==> src/logic/pmcs_pkg.sv <==
package pmcs_pkg;

  // Register indices; byte address is four times the index
  localparam logic [7:0] IDX_CTRL = 8'h4c;
  localparam logic [7:0] IDX_STAT = 8'h4e;
  localparam logic [7:0] IDX_IDLO = 8'h50;
  localparam logic [7:0] IDX_IDHI = 8'h52;
  localparam logic [7:0] IDX_CMIR = 8'h60;
  localparam logic [7:0] IDX_SMIR = 8'h62;

  localparam int ADDR_W = 10;

  // Control word field positions
  localparam int C_LOOP   = 14;
  localparam int C_SPD    = 13;
  localparam int C_ANEN   = 12;
  localparam int C_PWDN   = 11;
  localparam int C_RST    = 9;
  localparam int C_DUP    = 8;
  localparam int C_XVAR   = 5;
  localparam int C_FMDIX  = 4;
  localparam int C_NOMDIX = 3;
  localparam int C_RSV2   = 2;
  localparam int C_TXDIS  = 1;

  // Control mirror positions
  localparam int M_LOOP   = 8;
  localparam int M_SPD    = 6;
  localparam int M_ANEN   = 7;
  localparam int M_PWDN   = 11;
  localparam int M_RST    = 13;
  localparam int M_DUP    = 5;
  localparam int M_FMDIX  = 9;
  localparam int M_NOMDIX = 10;
  localparam int M_RSV2   = 12;
  localparam int M_TXDIS  = 14;

  // Status word and status mirror positions
  localparam int S_ANC   = 5;
  localparam int S_ANCAP = 3;
  localparam int S_LINK  = 2;
  localparam int S_EXT   = 0;
  localparam int SM_XVAR = 15;
  localparam int SM_ANC  = 6;
  localparam int SM_LINK = 5;

  localparam logic [15:0] CTRL_RST = 16'h3120;
  localparam logic [4:0]  STAT_CAP = 5'h0f;

  typedef struct packed {
    logic loopback;
    logic speed_100;
    logic full_duplex;
    logic an_enable;
    logic an_restart;
    logic power_down;
    logic crossover_variant_select;
    logic force_mdix;
    logic auto_mdix_off;
    logic tx_disable;
  } pmcs_ctrl_s;

  typedef struct packed {
    logic an_complete;
    logic an_failed;
    logic an_speed_100;
    logic an_full_duplex;
    logic link_up;
  } pmcs_stat_s;

endpackage

==> src/logic/pmcs_phy_regs.sv <==
`timescale 1ns/10ps
module pmcs_phy_regs #(
  // Arbitrary neutral identifier values
  parameter logic [15:0] ID_LOW  = 16'h5a5a,
  parameter logic [15:0] ID_HIGH = 16'h00a5
) (
  input  wire logic                       sys_clk_i,
  input  wire logic                       reset_n_i,
  input  wire logic [pmcs_pkg::ADDR_W-1:0] avm_address_i,
  input  wire logic                       avm_read_i,
  input  wire logic                       avm_write_i,
  input  wire logic [3:0]                 avm_byteenable_i,
  input  wire logic [31:0]                avm_writedata_i,
  output logic      [31:0]                avm_readdata_o,
  output logic                            avm_waitrequest_o,
  input  wire pmcs_pkg::pmcs_stat_s       phy_stat_i,
  output pmcs_pkg::pmcs_ctrl_s            phy_ctrl_o
);

  logic        ack;
  logic        wr_go;
  logic        hit_c;
  logic        hit_m;
  logic        hit_s;
  logic [7:0]  idx;
  logic [15:0] wd;
  logic [15:0] ctrl_word;
  logic [15:0] stat_word;
  logic [15:0] cmir_word;
  logic [15:0] smir_word;
  logic [15:0] rd_word;

  logic loopback;
  logic force_100;
  logic an_enable;
  logic power_down;
  logic restart;
  logic force_full;
  logic xover_var;
  logic force_mdix;
  logic mdix_off;
  logic rsv_bit2;
  logic tx_disable;

  assign idx   = avm_address_i[9:2];
  assign wd    = avm_writedata_i[15:0];
  assign wr_go = avm_write_i & ack;
  assign hit_c = wr_go && (idx == pmcs_pkg::IDX_CTRL);
  assign hit_m = wr_go && (idx == pmcs_pkg::IDX_CMIR);
  assign hit_s = wr_go && (idx == pmcs_pkg::IDX_SMIR);

  // One wait cycle, then the answer
  assign avm_waitrequest_o = (avm_read_i | avm_write_i) & ~ack;

  always_ff @(posedge sys_clk_i or negedge reset_n_i) begin
    if (!reset_n_i) begin
      ack <= 1'b0;
    end else begin
      ack <= (avm_read_i | avm_write_i) & ~ack;
    end
  end

  // New value of a shared bit from either address
  function automatic logic upd(input logic old, input int cp,
                               input int mp);
    logic r;
    r = old;
    if (hit_c && avm_byteenable_i[cp/8]) begin
      r = wd[cp];
    end else if (hit_m && avm_byteenable_i[mp/8]) begin
      r = wd[mp];
    end
    return r;
  endfunction

  // Shared storage of control fields
  always_ff @(posedge sys_clk_i or negedge reset_n_i) begin
    if (!reset_n_i) begin
      loopback   <= pmcs_pkg::CTRL_RST[pmcs_pkg::C_LOOP];
      force_100  <= pmcs_pkg::CTRL_RST[pmcs_pkg::C_SPD];
      an_enable  <= pmcs_pkg::CTRL_RST[pmcs_pkg::C_ANEN];
      power_down <= pmcs_pkg::CTRL_RST[pmcs_pkg::C_PWDN];
      force_full <= pmcs_pkg::CTRL_RST[pmcs_pkg::C_DUP];
      force_mdix <= pmcs_pkg::CTRL_RST[pmcs_pkg::C_FMDIX];
      mdix_off   <= pmcs_pkg::CTRL_RST[pmcs_pkg::C_NOMDIX];
      rsv_bit2   <= pmcs_pkg::CTRL_RST[pmcs_pkg::C_RSV2];
      tx_disable <= pmcs_pkg::CTRL_RST[pmcs_pkg::C_TXDIS];
    end else begin
      loopback   <= upd(loopback, pmcs_pkg::C_LOOP,
                        pmcs_pkg::M_LOOP);
      force_100  <= upd(force_100, pmcs_pkg::C_SPD,
                        pmcs_pkg::M_SPD);
      an_enable  <= upd(an_enable, pmcs_pkg::C_ANEN,
                        pmcs_pkg::M_ANEN);
      power_down <= upd(power_down, pmcs_pkg::C_PWDN,
                        pmcs_pkg::M_PWDN);
      force_full <= upd(force_full, pmcs_pkg::C_DUP,
                        pmcs_pkg::M_DUP);
      force_mdix <= upd(force_mdix, pmcs_pkg::C_FMDIX,
                        pmcs_pkg::M_FMDIX);
      mdix_off   <= upd(mdix_off, pmcs_pkg::C_NOMDIX,
                        pmcs_pkg::M_NOMDIX);
      rsv_bit2   <= upd(rsv_bit2, pmcs_pkg::C_RSV2,
                        pmcs_pkg::M_RSV2);
      tx_disable <= upd(tx_disable, pmcs_pkg::C_TXDIS,
                        pmcs_pkg::M_TXDIS);
    end
  end

  // Crossover variant, shared with the status mirror
  always_ff @(posedge sys_clk_i or negedge reset_n_i) begin
    if (!reset_n_i) begin
      xover_var <= pmcs_pkg::CTRL_RST[pmcs_pkg::C_XVAR];
    end else if (hit_c && avm_byteenable_i[0]) begin
      xover_var <= wd[pmcs_pkg::C_XVAR];
    end else if (hit_s && avm_byteenable_i[1]) begin
      xover_var <= wd[pmcs_pkg::SM_XVAR];
    end
  end

  // Restart stands one cycle, then clears itself
  always_ff @(posedge sys_clk_i or negedge reset_n_i) begin
    if (!reset_n_i) begin
      restart <= pmcs_pkg::CTRL_RST[pmcs_pkg::C_RST];
    end else begin
      restart <= upd(1'b0, pmcs_pkg::C_RST, pmcs_pkg::M_RST);
    end
  end

  // Drive to the PHY
  always_ff @(posedge sys_clk_i or negedge reset_n_i) begin
    if (!reset_n_i) begin
      phy_ctrl_o <= '0;
    end else begin
      phy_ctrl_o.loopback    <= loopback;
      phy_ctrl_o.speed_100   <= an_enable ? phy_stat_i.an_speed_100
                                          : force_100;
      phy_ctrl_o.full_duplex <= (an_enable && !phy_stat_i.an_failed)
                                ? phy_stat_i.an_full_duplex
                                : force_full;
      phy_ctrl_o.an_enable   <= an_enable;
      phy_ctrl_o.an_restart  <= restart;
      phy_ctrl_o.power_down  <= power_down;
      phy_ctrl_o.crossover_variant_select <= xover_var;
      phy_ctrl_o.force_mdix    <= force_mdix;
      phy_ctrl_o.auto_mdix_off <= mdix_off;
      phy_ctrl_o.tx_disable    <= tx_disable;
    end
  end

  // Read images
  always_comb begin
    ctrl_word = '0;
    ctrl_word[pmcs_pkg::C_LOOP]   = loopback;
    ctrl_word[pmcs_pkg::C_SPD]    = force_100;
    ctrl_word[pmcs_pkg::C_ANEN]   = an_enable;
    ctrl_word[pmcs_pkg::C_PWDN]   = power_down;
    ctrl_word[pmcs_pkg::C_RST]    = restart;
    ctrl_word[pmcs_pkg::C_DUP]    = force_full;
    ctrl_word[pmcs_pkg::C_XVAR]   = xover_var;
    ctrl_word[pmcs_pkg::C_FMDIX]  = force_mdix;
    ctrl_word[pmcs_pkg::C_NOMDIX] = mdix_off;
    ctrl_word[pmcs_pkg::C_RSV2]   = rsv_bit2;
    ctrl_word[pmcs_pkg::C_TXDIS]  = tx_disable;
  end

  always_comb begin
    cmir_word = '0;
    cmir_word[pmcs_pkg::M_LOOP]   = loopback;
    cmir_word[pmcs_pkg::M_SPD]    = force_100;
    cmir_word[pmcs_pkg::M_ANEN]   = an_enable;
    cmir_word[pmcs_pkg::M_PWDN]   = power_down;
    cmir_word[pmcs_pkg::M_RST]    = restart;
    cmir_word[pmcs_pkg::M_DUP]    = force_full;
    cmir_word[pmcs_pkg::M_FMDIX]  = force_mdix;
    cmir_word[pmcs_pkg::M_NOMDIX] = mdix_off;
    cmir_word[pmcs_pkg::M_RSV2]   = rsv_bit2;
    cmir_word[pmcs_pkg::M_TXDIS]  = tx_disable;
  end

  always_comb begin
    stat_word = '0;
    stat_word[15:11] = pmcs_pkg::STAT_CAP;
    stat_word[pmcs_pkg::S_ANC]   = phy_stat_i.an_complete;
    stat_word[pmcs_pkg::S_ANCAP] = 1'b1;
    stat_word[pmcs_pkg::S_LINK]  = phy_stat_i.link_up;
    stat_word[pmcs_pkg::S_EXT]   = 1'b0;
  end

  always_comb begin
    smir_word = '0;
    smir_word[pmcs_pkg::SM_XVAR] = xover_var;
    smir_word[pmcs_pkg::SM_ANC]  = phy_stat_i.an_complete;
    smir_word[pmcs_pkg::SM_LINK] = phy_stat_i.link_up;
  end

  always_comb begin
    case (idx)
      pmcs_pkg::IDX_CTRL: rd_word = ctrl_word;
      pmcs_pkg::IDX_STAT: rd_word = stat_word;
      pmcs_pkg::IDX_IDLO: rd_word = ID_LOW;
      pmcs_pkg::IDX_IDHI: rd_word = ID_HIGH;
      pmcs_pkg::IDX_CMIR: rd_word = cmir_word;
      pmcs_pkg::IDX_SMIR: rd_word = smir_word;
      default:            rd_word = 16'h0000;
    endcase
  end

  // Read data captured in the wait cycle, stands while acked
  always_ff @(posedge sys_clk_i or negedge reset_n_i) begin
    if (!reset_n_i) begin
      avm_readdata_o <= 32'h0000_0000;
    end else if (avm_read_i && !ack) begin
      avm_readdata_o <= {16'h0000, rd_word};
    end
  end
endmodule // pmcs_phy_regs

==> config.mk <==
export PLATFORM = sky130hd
export DESIGN_NAME = pmcs_phy_regs
export DESIGN_NICKNAME = d
export VERILOG_FILES = /design/src/logic/pmcs_pkg.sv /design/src/logic/pmcs_phy_regs.sv
export SDC_FILE = /design/constraint.sdc
export NUM_CORES = 1
export LEC_CHECK = 0
export BUFFER_PORTS_ARGS = -buffer_cell sky130_fd_sc_hd__buf_4
export CAP_MARGIN = 5
export CORE_AREA = 4 4 81 60
export DETAILED_ROUTE_END_ITERATION = 8
export DIE_AREA = 0 0 85 64
export GPL_TIMING_DRIVEN = 0
export PLACE_DENSITY = 0.82
export SYNTH_ARGS = -nofsm -noshare
export SYNTH_HDL_FRONTEND = slang
export SYNTH_SLANG_ARGS = --single-unit
==> constraint.sdc <==
create_clock -name sys_clk_i -period 4.7 [get_ports sys_clk_i]
set_clock_uncertainty 0.15 [all_clocks]
set_input_delay 0.705 -clock sys_clk_i [delete_from_list [all_inputs] [get_ports sys_clk_i]]
set_output_delay 0.705 -clock sys_clk_i [all_outputs]
set_load 0.02 [all_outputs]
# Word-level counts from Yosys, hierarchy flattened
# Index checks and enable logic that the tools add are counted.
dict set report word_totals {
  reg_bits 38
  wordCells 74
}
dict set report classes {
  n_reduce_logical 16
  n_eq_ne 6
  muxes 25
  n_bitwise 4
}
# op n
set op_table {}
lappend op_table {{$pmux W16 S6} 1}
lappend op_table {{$eq A8 B7 Y1 const B} 6}
lappend op_table {{$mux W1} 24}
lappend op_table {{$logic_and A1 B1 Y1} 10}
lappend op_table {{$reduce_bool A2 Y1} 4}
lappend op_table {{$and A1 B1 Y1} 2}
lappend op_table {{$logic_not A1 Y1} 2}
lappend op_table {{$not A1 Y1} 1}
lappend op_table {{$or A1 B1 Y1} 1}

# Logic depth before layout (Yosys ltp)
# Gate-level depths: netlist (run 1).
dict set report depth {
  word_depth 5
  depth_mapped 5
  depth_no_buf 4
}

# Worst setup path before layout (run 1)
# Ideal clock, no wire load.
dict set report synth_path {
  path_kind {input port to flip-flop}
  from {input port avm_address_i[2] (netlist name)}
  to {register force_mdix}
  slack_ns 2.199
  stages 5
  arrival_time_ns 2.226
  setup_ns 0.125
  cell_sequence {or4b_4 -> buf_6 -> nor4_4 -> mux2_2 -> mux2_2}
}
dict set report synth_between {
  elab_chain_cells 4
}
# element line
set synth_rtl {}
lappend synth_rtl {{from (decl)} pmcs_phy_regs.sv:9} ;# input wire logic [pmcs_pkg::ADDR_W-1:0] avm_address_i,
lappend synth_rtl {{$eq A8 B7 Y1 (on tied branches)} {pmcs_phy_regs.sv:48, pmcs_phy_regs.sv:49}}
lappend synth_rtl {{$logic_and A1 B1 Y1 (on tied branches)} {pmcs_phy_regs.sv:48, pmcs_phy_regs.sv:49}}
lappend synth_rtl {{$logic_and A1 B1 Y1 (on tied branches)} {pmcs_phy_regs.sv:68, pmcs_phy_regs.sv:70}}
lappend synth_rtl {{$mux W1 or $reduce_bool A2 Y1 (tied branches)} -}
lappend synth_rtl {{to (signal assigned)} pmcs_phy_regs.sv:84} ;# force_mdix <= pmcs_pkg::CTRL_RST[pmcs_pkg::C_FMDIX];
lappend synth_rtl {{to (signal assigned)} pmcs_phy_regs.sv:99} ;# force_mdix <= upd(force_mdix, pmcs_pkg::C_FMDIX,
lappend synth_rtl {{to (decl)} pmcs_phy_regs.sv:40} ;# logic force_mdix;
# Several ways; a longest one is shown, not always the timed one.
# A chain may end at the register's enable or synchronous reset.

# Final worst setup path (run 1)
# Ends and elaborated chain as after synthesis.

==> reports/qor.csv, run 1 <==
metric,value,unit
viasPerCell,4.92,
path_buf_inv,2,
cts.sinks,38,
clk_latency,0.29,ns
largest_reg_flops,16,
syn_area,1920,um2
synth_edf_count,0,
antenna_found_initial,0,
synthCells,177,
rows,20,
r2r-start,ack$_DFF_PN0_,
grt_pass1_wl,7.36,mm
ir_worst_vdd,160,uV
r2r_end,force_mdix$_DFFE_PN0P_,
setup_tns,0,ns
yosysTopAreaCellShare,0.442,
p_leak,1.26,nW
fillers,365,
regMostFlops,avm_readdata_o,
cp-end-kind,register,
drt-total-wl,4.47,mm
avgSynthCellArea,10.9,um2
reg.largest.list,"avm_readdata_o: 16 flops, phy_ctrl_o: 10 flops",
route.detailed.drc,0,
die_area,5440,um2
h-tree-depth,2,
dieHeight,64,um
slew_violations,0,
clk_pin_slew,0.07,ns
cts_buffers,5,
r2r_cells,4,
crit_family,simple AND/OR/NAND/NOR gates,
firstDrtPassIters,4,
wire_per_inst,14.2,um
diodes,0,
post_cts_buffers,0,
clockBufferDepth,2,
synth_commonest_cells,"dfrtp_1 (34), buf_4 (16), mux2_2 (13), nand2_1 (13), nor2_1 (12)",
timing.critical_path.from,avm_address_i[2],
status,"finished, final reports clean",
final_cells,315,
startpoint_type,primary input,
max_stage_delay,0.54,ns
r2r_slack,2.71,ns
ys_ff_latch,38,
max_slew_margin,0.294,
hold_violations,0,
drv_cap,0,
ys_types,40,
grt_pass1_vias,1511,
num_io_pins,98,
cp_cell_sequence,buf_4 -> or4b_4 -> buf_6 -> nor4_4 -> mux2_2 -> mux2_2,
power.density,279,nW/um2
crit_top_cell,mux2_2,
grt_max_degree,39,
tightest_slew,1.05,ns
finalCritPeriodShare,0.522,
path_max_fanout,7,
required,4.73,ns
ctsHoldBuffers,0,
critPathSlowestCell,or4b_4,
post-dp-hpwl,3.60,mm
max_freq,0.408,GHz
postSynth.asyncResetShare,1.00,
synth.most_common_cell,dfrtp_1,
worst_ep_arrival_time,2.48,ns
synth_area_leader_cell,dfrtp_1,
start_util,0.460,
die_x,85,um
crit_path_end,force_mdix$_DFFE_PN0P_,
numPortBuffers,60,
critical_path_depth,6,
crit_type,in -> reg,
drtIter0Drc,114,
overflow,0,
post_cts_resized,0,
cts_root_buffer,clkbuf_8,
gp_congestion,0.810,
syn_to_final_growth,34.9,%
finalCriticalPeriod,2.45,ns
seq_area_frac_synth,0.497,
cts_tree,done,
final_nets,314,
place_inst,307,
vias,1551,
track_usage,0.170,
rsz0062_at_grt,no,
yosys_warnings,0,
synthTopCellsByArea,"dfrtp_1 (44%), mux2_2 (7.6%), buf_4 (6.2%), dfstp_2 (5.5%), nor4_4 (3.3%)",
drive_gt1_frac,0.431,
hold_class,in -> async,
ant_nets,0,
finalSetupViolCount,0,
ys.flop_type,dfrtp_1,
core-area,4180,um2
==> final cells by class <==
class,instances,area [um2],share of cell area
Sequential cell,38,956,0.369
Buffer,23,156,0.0603
Multi-Input combinational cell,124,841,0.324
Tap cell,55,68.8,0.0265
Inverter,7,26.3,0.0101
Clock buffer,6,82.6,0.0318
Timing Repair Buffer,60,450,0.174
Clock inverter,2,12.5,0.00482
==> routing by layer <==
metal  share of wire  global-route usage
met5               0                   0
met1            0.44               0.243
met3           0.095              0.0657
met4          0.0022              0.0198
met2            0.46               0.250
==> layout by cell type (no fill, tap or decap), types with 2 or more instances in the layout <==
cell / synthesis / final
nor2_1: 12 / 12
conb_1: 1 / 16
nor2b_1: 2 / 2
mux2_2: 13 / 13
a31oi_1: 4 / 4
nand2_1: 13 / 13
clkbuf_8: 0 / 6
a21oi_1: 7 / 7
buf_2: 2 / 2
mux2i_1: 3 / 3
nand4bb_1: 2 / 2
a22oi_1: 5 / 5
dfrtp_1: 34 / 34
a22o_1: 4 / 4
nand4_1: 2 / 2
a221oi_1: 2 / 2
dfstp_2: 4 / 4
nor4_1: 2 / 2
inv_1: 7 / 7
nand3_1: 3 / 3
clkbuf_1: 4 / 4
o21ai_0: 10 / 10
nor3_1: 2 / 2
o22ai_1: 3 / 3
nand2b_1: 3 / 3
nor4_4: 3 / 3
buf_4: 16 / 76
==> worst min path at each step <==
stage | from | end | slack [ns] | cells after the start
after floorplan | restart$_DFF_PN0_ | phy_ctrl_o[5]$_DFF_PN0_ | 0.20 | 0
after global placement | power_down$_DFFE_PN0P_ | phy_ctrl_o[4]$_DFF_PN0_ | 0.22 | 0
after detailed placement | restart$_DFF_PN0_ | phy_ctrl_o[5]$_DFF_PN0_ | 0.23 | 0
after CTS | reset_n_i | ack$_DFF_PN0_ | 0.23 | 1
after global routing | reset_n_i | ack$_DFF_PN0_ | 0.25 | 1
final | reset_n_i | avm_readdata_o[15]$_DFFE_PN0P_ | 0.22 | 1
==> report_power, final <==
part | total [mW] | leakage, nW | switching [mW] | internal [mW]
logic | 0.135 | 0.709 | 0.0747 | 0.0602
clock network | 0.233 | 0.0472 | 0.115 | 0.118
registers | 0.356 | 0.501 | 0.0119 | 0.344
total | 0.723 | 1.26 | 0.201 | 0.522
==> worst register-to-register path, stage by stage (launching register included) <==
cell and delay (ns):
dfrtp_1 0.41, nand3_1 0.21, nor4_4 0.47, mux2_2 0.38
mux2_2 0.25
==> kinds of logic after synthesis <==
group / after synthesis / synth area share
and+or+nand+nor: 52 / 0.178
other: 1 / 0.00195
muxes: 16 / 0.0917
DFF: 38 / 0.497
AOI/OAI and AO/OA: 40 / 0.137
buffers and inverters: 30 / 0.0950
==> through the flow <==
step                      hold slack (ns)  cell area [um2]  setup slack, ns   util  total power [mW]
after global placement              0.224             2500             1.97  0.598             0.495
after detailed placement            0.230             2500             1.94  0.598             0.498
after global routing                0.252             2590             2.19  0.621             0.756
after floorplan                     0.204             1980             2.20      -             0.433
after CTS                           0.232             2590             2.26  0.621             0.730
final                               0.219             2590             2.25  0.621             0.723
No activity file was read; power rests on OpenSTA's default activity.
==> run 2, diff against run 1 <==
Settings changed: ABC_AREA from default to 1, CORE_AREA 4 4 81 60 to 4 4 88 66, DIE_AREA 0 0 85 64 to 0 0 92 70, PLACE_DENSITY 0.82 to 0.75.
Clock period 4.7 ns to 2.2 ns, I/O delays scaled along.
==> reports/qor.csv, run 2 <==
metric,value,unit
firstDrtPassIters,4,
avgSynthCellArea,7.99,um2
worst_ep_arrival_time,1.64,ns
post_cts_resized,0,
reg.largest.list,"avm_readdata_o: 16 flops, phy_ctrl_o: 10 flops",
grt_max_degree,39,
finalCritPeriodShare,0.733,
syn_to_final_growth,37.1,%
drtIter0Drc,98,
antenna_found_initial,0,
route.detailed.drc,0,
synth.most_common_cell,nand2_1,
gp_congestion,0.842,
cts.sinks,38,
crit_type,reg -> reg,
fillers,485,
cp_cell_sequence,nor2_1 -> inv_2 -> buf_2 -> nand2_1 -> nand2_1,
hold_class,in -> reg,
ys_ff_latch,38,
core-area,5010,um2
ir_worst_vdd,283,uV
path_buf_inv,2,
required,2.23,ns
slew_violations,0,
holdWs,0.0931,ns
synthCells,253,
viasPerCell,4.42,
clk_latency,0.28,ns
post-dp-hpwl,3.87,mm
syn_area,2020,um2
die_x,92,um
setup_tns,0,ns
vias,1806,
largest_reg_flops,16,
regArea,956,um2
drt-total-wl,4.79,mm
max_freq,0.621,GHz
cts_buffers,5,
synth_edf_count,0,
multi_input_area,875,um2
grt_pass1_vias,1676,
synthTopCellsByArea,"dfrtp_1 (42%), nand2_1 (19%), nand3_1 (7.2%), buf_4 (6.3%), dfstp_2 (5.2%)",
max_stage_delay,0.41,ns
power.total,1.65,mW
finalCriticalPeriod,1.61,ns
status,"finished, final reports clean",
start_util,0.404,
hold_violations,0,
die_area,6440,um2
p_leak,1.63,nW
drv_cap,0,
seq_area_frac_synth,0.473,
cts_root_buffer,clkbuf_8,
fin_util,0.553,
h-tree-depth,2,
regMostFlops,avm_readdata_o,
path_max_fanout,10,
overflow,0,
power.density,596,nW/um2
drive_gt1_frac,0.341,
synth_area_leader_cell,dfrtp_1,
startpoint_type,register,
yosys_warnings,0,
cp-end-kind,register,
mostFrequentLayoutCells,"nand2_1 (101), buf_4 (77), dfrtp_1 (34)",
place_inst,400,
crit_top_cell,nand2_1,
crit_family,simple AND/OR/NAND/NOR gates,
critPathSlowestCell,dfrtp_1,
pre_cts_slack,0.551,ns
post_dp_cell_area,2620,um2
grt_pass1_wl,7.73,mm
postSynth.asyncResetShare,1.00,
synth_commonest_cells,"nand2_1 (101), dfrtp_1 (34), nand3_1 (29), buf_4 (17), inv_1 (17)",
diodes,0,
clk_pin_slew,0.07,ns
stdcell_area,2770,um2
num_io_pins,98,
r2r_slack,0.59,ns
ys.flop_type,dfrtp_1,
yosysTopAreaCellShare,0.421,
rows,22,
wire_per_inst,11.7,um
ys_types,26,
track_usage,0.148,
finalWorstSetupSlack,0.588,ns
final_nets,391,
ant_nets,0,
numPortBuffers,60,
finalSetupViolCount,0,
layout_commonest_cell,nand2_1,
rsz0062_at_grt,no,
cts_tree,done,
final_cells,409,
clockBufferDepth,2,
dieHeight,70,um
run 2: cell count changes in the layout (fill, tap and decap cells not counted), moves of 7 or more:
cell	previous run	this run
a21oi_1	7	0
nand2_1	13	101
mux2_2	13	0
inv_1	7	17
nand3_1	3	29
run 2: cell type report:
class | instances | share of cell area
sequential | 38 | 0.345
multi-input combinational | 187 | 0.316
timing repair buffer | 61 | 0.166
buffer | 19 | 0.0533
inverter | 24 | 0.0361
tap | 72 | 0.0325
clock buffer | 6 | 0.0298
clock inverter | 2 | 0.0217
run 2: what timing repair did:
item                                    4_1_cts  5_1_grt
endpoints found under the hold margin        34        0
setup buffers                                 0        0
hold buffers                                  1        0
endpoints found under the setup margin        0        0
run 2: cells by family (layout without fill, tap and decap cells):
logic type	Yosys count	count (layout)	synth area share
buffers and inverters	43	112	0.123
other	1	16	0.00185
AND/OR/NAND/NOR	160	160	0.371
AO/OA/AOI/OAI	11	11	0.0316
flip-flops	38	38	0.473
run 2: power by group:
group / leakage, nW / total (mW) / internal, mW / switching (mW)
sequential: 0.503 / 0.728 / 0.716 / 0.0116
clock: 0.0714 / 0.717 / 0.483 / 0.234
combinational: 1.05 / 0.208 / 0.0904 / 0.118
total: 1.63 / 1.65 / 1.29 / 0.363
run 2: per-layer routing:
metal,global-route usage,share of wire,vias to the layer above
met4,0.0297,0.0073,0
met1,0.212,0.46,808
met5,0,0,-
met2,0.219,0.43,70
met3,0.0506,0.10,5
li1,-,-,923
run 2: tightest hold or removal path: cells and delay by family:
| kind | cells | cell delay, ns |
|---|---|---|
| buffers and inverters | 1 | 0.08 |
| and+or+nand+nor | 2 | 0.09 |
run 2: worst paths after layout:
path | start | to | depth (start not counted)
worst max register to register | ack$_DFF_PN0_ | avm_readdata_o[8]$_DFFE_PN0P_ | 5
worst min-delay path | phy_stat_i[2] | phy_ctrl_o[8]$_DFF_PN0_ | 3
worst max-delay path | ack$_DFF_PN0_ | avm_readdata_o[8]$_DFFE_PN0P_ | 5
max in group asynchronous | reset_n_i | force_full$_DFFE_PN1P_ | 2
min in group asynchronous | reset_n_i | avm_readdata_o[10]$_DFFE_PN0P_ | 2
worst min register to register | power_down$_DFFE_PN0P_ | phy_ctrl_o[4]$_DFF_PN0_ | 0
==> run 3, diff against run 2 <==
Settings changed: CORE_AREA 4 4 88 66 to 4 4 85 63, DIE_AREA 0 0 92 70 to 0 0 89 67, PLACE_DENSITY 0.75 to 0.78.
Clock period 2.2 ns to 1.7 ns, I/O delays scaled along.
==> reports/qor.csv, run 3 (synthesis results as in run 2) <==
metric,value,unit
rsz0062_at_grt,no,
gp_congestion,0.822,
diodes,0,
overflow,0,
core-area,4600,um2
max_stage_delay,0.41,ns
hold_class,in -> reg,
cp_cell_sequence,nor2_2 -> inv_2 -> buf_2 -> nand2_1 -> nand2_1,
drt-total-wl,4.72,mm
final_nets,391,
antenna_found_initial,0,
status,"finished, final reports clean",
regMostFlops,avm_readdata_o,
largest_reg_flops,16,
fillers,420,
clk_pin_slew,0.07,ns
die_x,89,um
clockBufferDepth,2,
finalSetupViolCount,0,
viasPerCell,4.55,
ir_worst_vdd,435,uV
slew_violations,0,
holdWs,0.0162,ns
die_area,5960,um2
syn_to_final_growth,36.3,%
path_max_fanout,10,
h-tree-depth,2,
cts.sinks,38,
post_cts_buffers,0,
crit_type,reg -> reg,
route.detailed.drc,0,
cp-end-kind,register,
setup_tns,0,ns
clk_latency,0.29,ns
cts_buffers,5,
drive_gt1_frac,0.344,
p_leak,1.63,nW
start_util,0.440,
num_io_pins,98,
cts_root_buffer,clkbuf_8,
grt_pass1_wl,7.91,mm
wire_per_inst,12.0,um
crit_family,simple AND/OR/NAND/NOR gates,
mostFrequentLayoutCells,"nand2_1 (101), buf_4 (77), dfrtp_1 (34)",
crit_top_cell,nand2_1,
numPortBuffers,60,
required,1.73,ns
drv_cap,0,
post-dp-hpwl,3.80,mm
ant_nets,0,
cts_tree,done,
vias,1791,
layout_commonest_cell,nand2_1,
grt_pass1_vias,1744,
reg.largest.list,"avm_readdata_o: 16 flops, phy_ctrl_o: 10 flops",
rows,21,
worst_ep_arrival_time,1.49,ns
hold_violations,0,
grt_max_degree,39,
critPathSlowestCell,dfrtp_1,
firstDrtPassIters,4,
power.density,780,nW/um2
max_freq,0.689,GHz
path_buf_inv,2,
drtIter0Drc,163,
dieHeight,67,um
track_usage,0.172,
finalCriticalPeriod,1.45,ns
startpoint_type,register,
finalCritPeriodShare,0.854,
-- run 3: cell types whose count changed in the layout (fill, tap and decap cells not counted) --
cell / before / now
nor2_1: 7 / 6
nor2_2: 3 / 4
-- run 3: path summary, 6_finish.rpt --
kind                            slack, ns                   start  depth (start not counted)                             end
worst max-delay path                 0.25           ack$_DFF_PN0_                          5   avm_readdata_o[8]$_DFFE_PN0P_
worst min register to register       0.23  power_down$_DFFE_PN0P_                          0         phy_ctrl_o[4]$_DFF_PN0_
max in group asynchronous            0.73               reset_n_i                          2           an_enable$_DFFE_PN1P_
min in group asynchronous            0.32               reset_n_i                          2  avm_readdata_o[15]$_DFFE_PN0P_
worst max register to register       0.25           ack$_DFF_PN0_                          5   avm_readdata_o[8]$_DFFE_PN0P_
worst min-delay path                 0.02           phy_stat_i[2]                          3         phy_ctrl_o[8]$_DFF_PN0_
-- run 3: cell type report --
type,count,area [um2],area share
inverter,24,100,0.0363
tap,57,71.3,0.0259
timing repair buffer,61,460,0.167
clock buffer,6,82.6,0.0300
buffer,19,148,0.0536
multi-input combinational,187,877,0.318
clock inverter,2,60.1,0.0218
sequential,38,956,0.347
-- run 3: layer usage --
layer	GRT usage	up-vias	share of wire
li1	-	923	-
met1	0.241	794	0.47
met2	0.258	67	0.42
met3	0.0519	7	0.10
met4	0.0465	0	0.0093
met5	0	-	0
-- run 3: repair_timing --
item / in CTS / in global routing
resized for setup: 0 / 1
endpoints found under the setup margin: 0 / 8
hold buffers: 1 / 0
endpoints found under the hold margin: 34 / 0
-- run 3: where the power goes --
part	total (mW)	switching, mW	internal, mW
sequential	0.942	0.0155	0.926
combinational	0.270	0.152	0.117
clock	0.937	0.311	0.626
-- run 3: metrics by stage --
step	total power, mW	cell area (um2)	cells	worst slack [ns]	util
final	2.15	2760	394	0.248	0.599
after CTS	2.16	2750	394	0.0718	0.599
after global placement	1.22	2600	385	0.121	0.565
after global routing	2.23	2760	394	0.136	0.599
after floorplan	1.11	2080	268	0.372	-
after detailed placement	1.23	2600	385	0.115	0.565
-- run 3: worst min-delay path, delay by kind of cell --
kind	cells	cell delay, ns
buffers and inverters	1	0.07
AND/OR/NAND/NOR	2	0.09
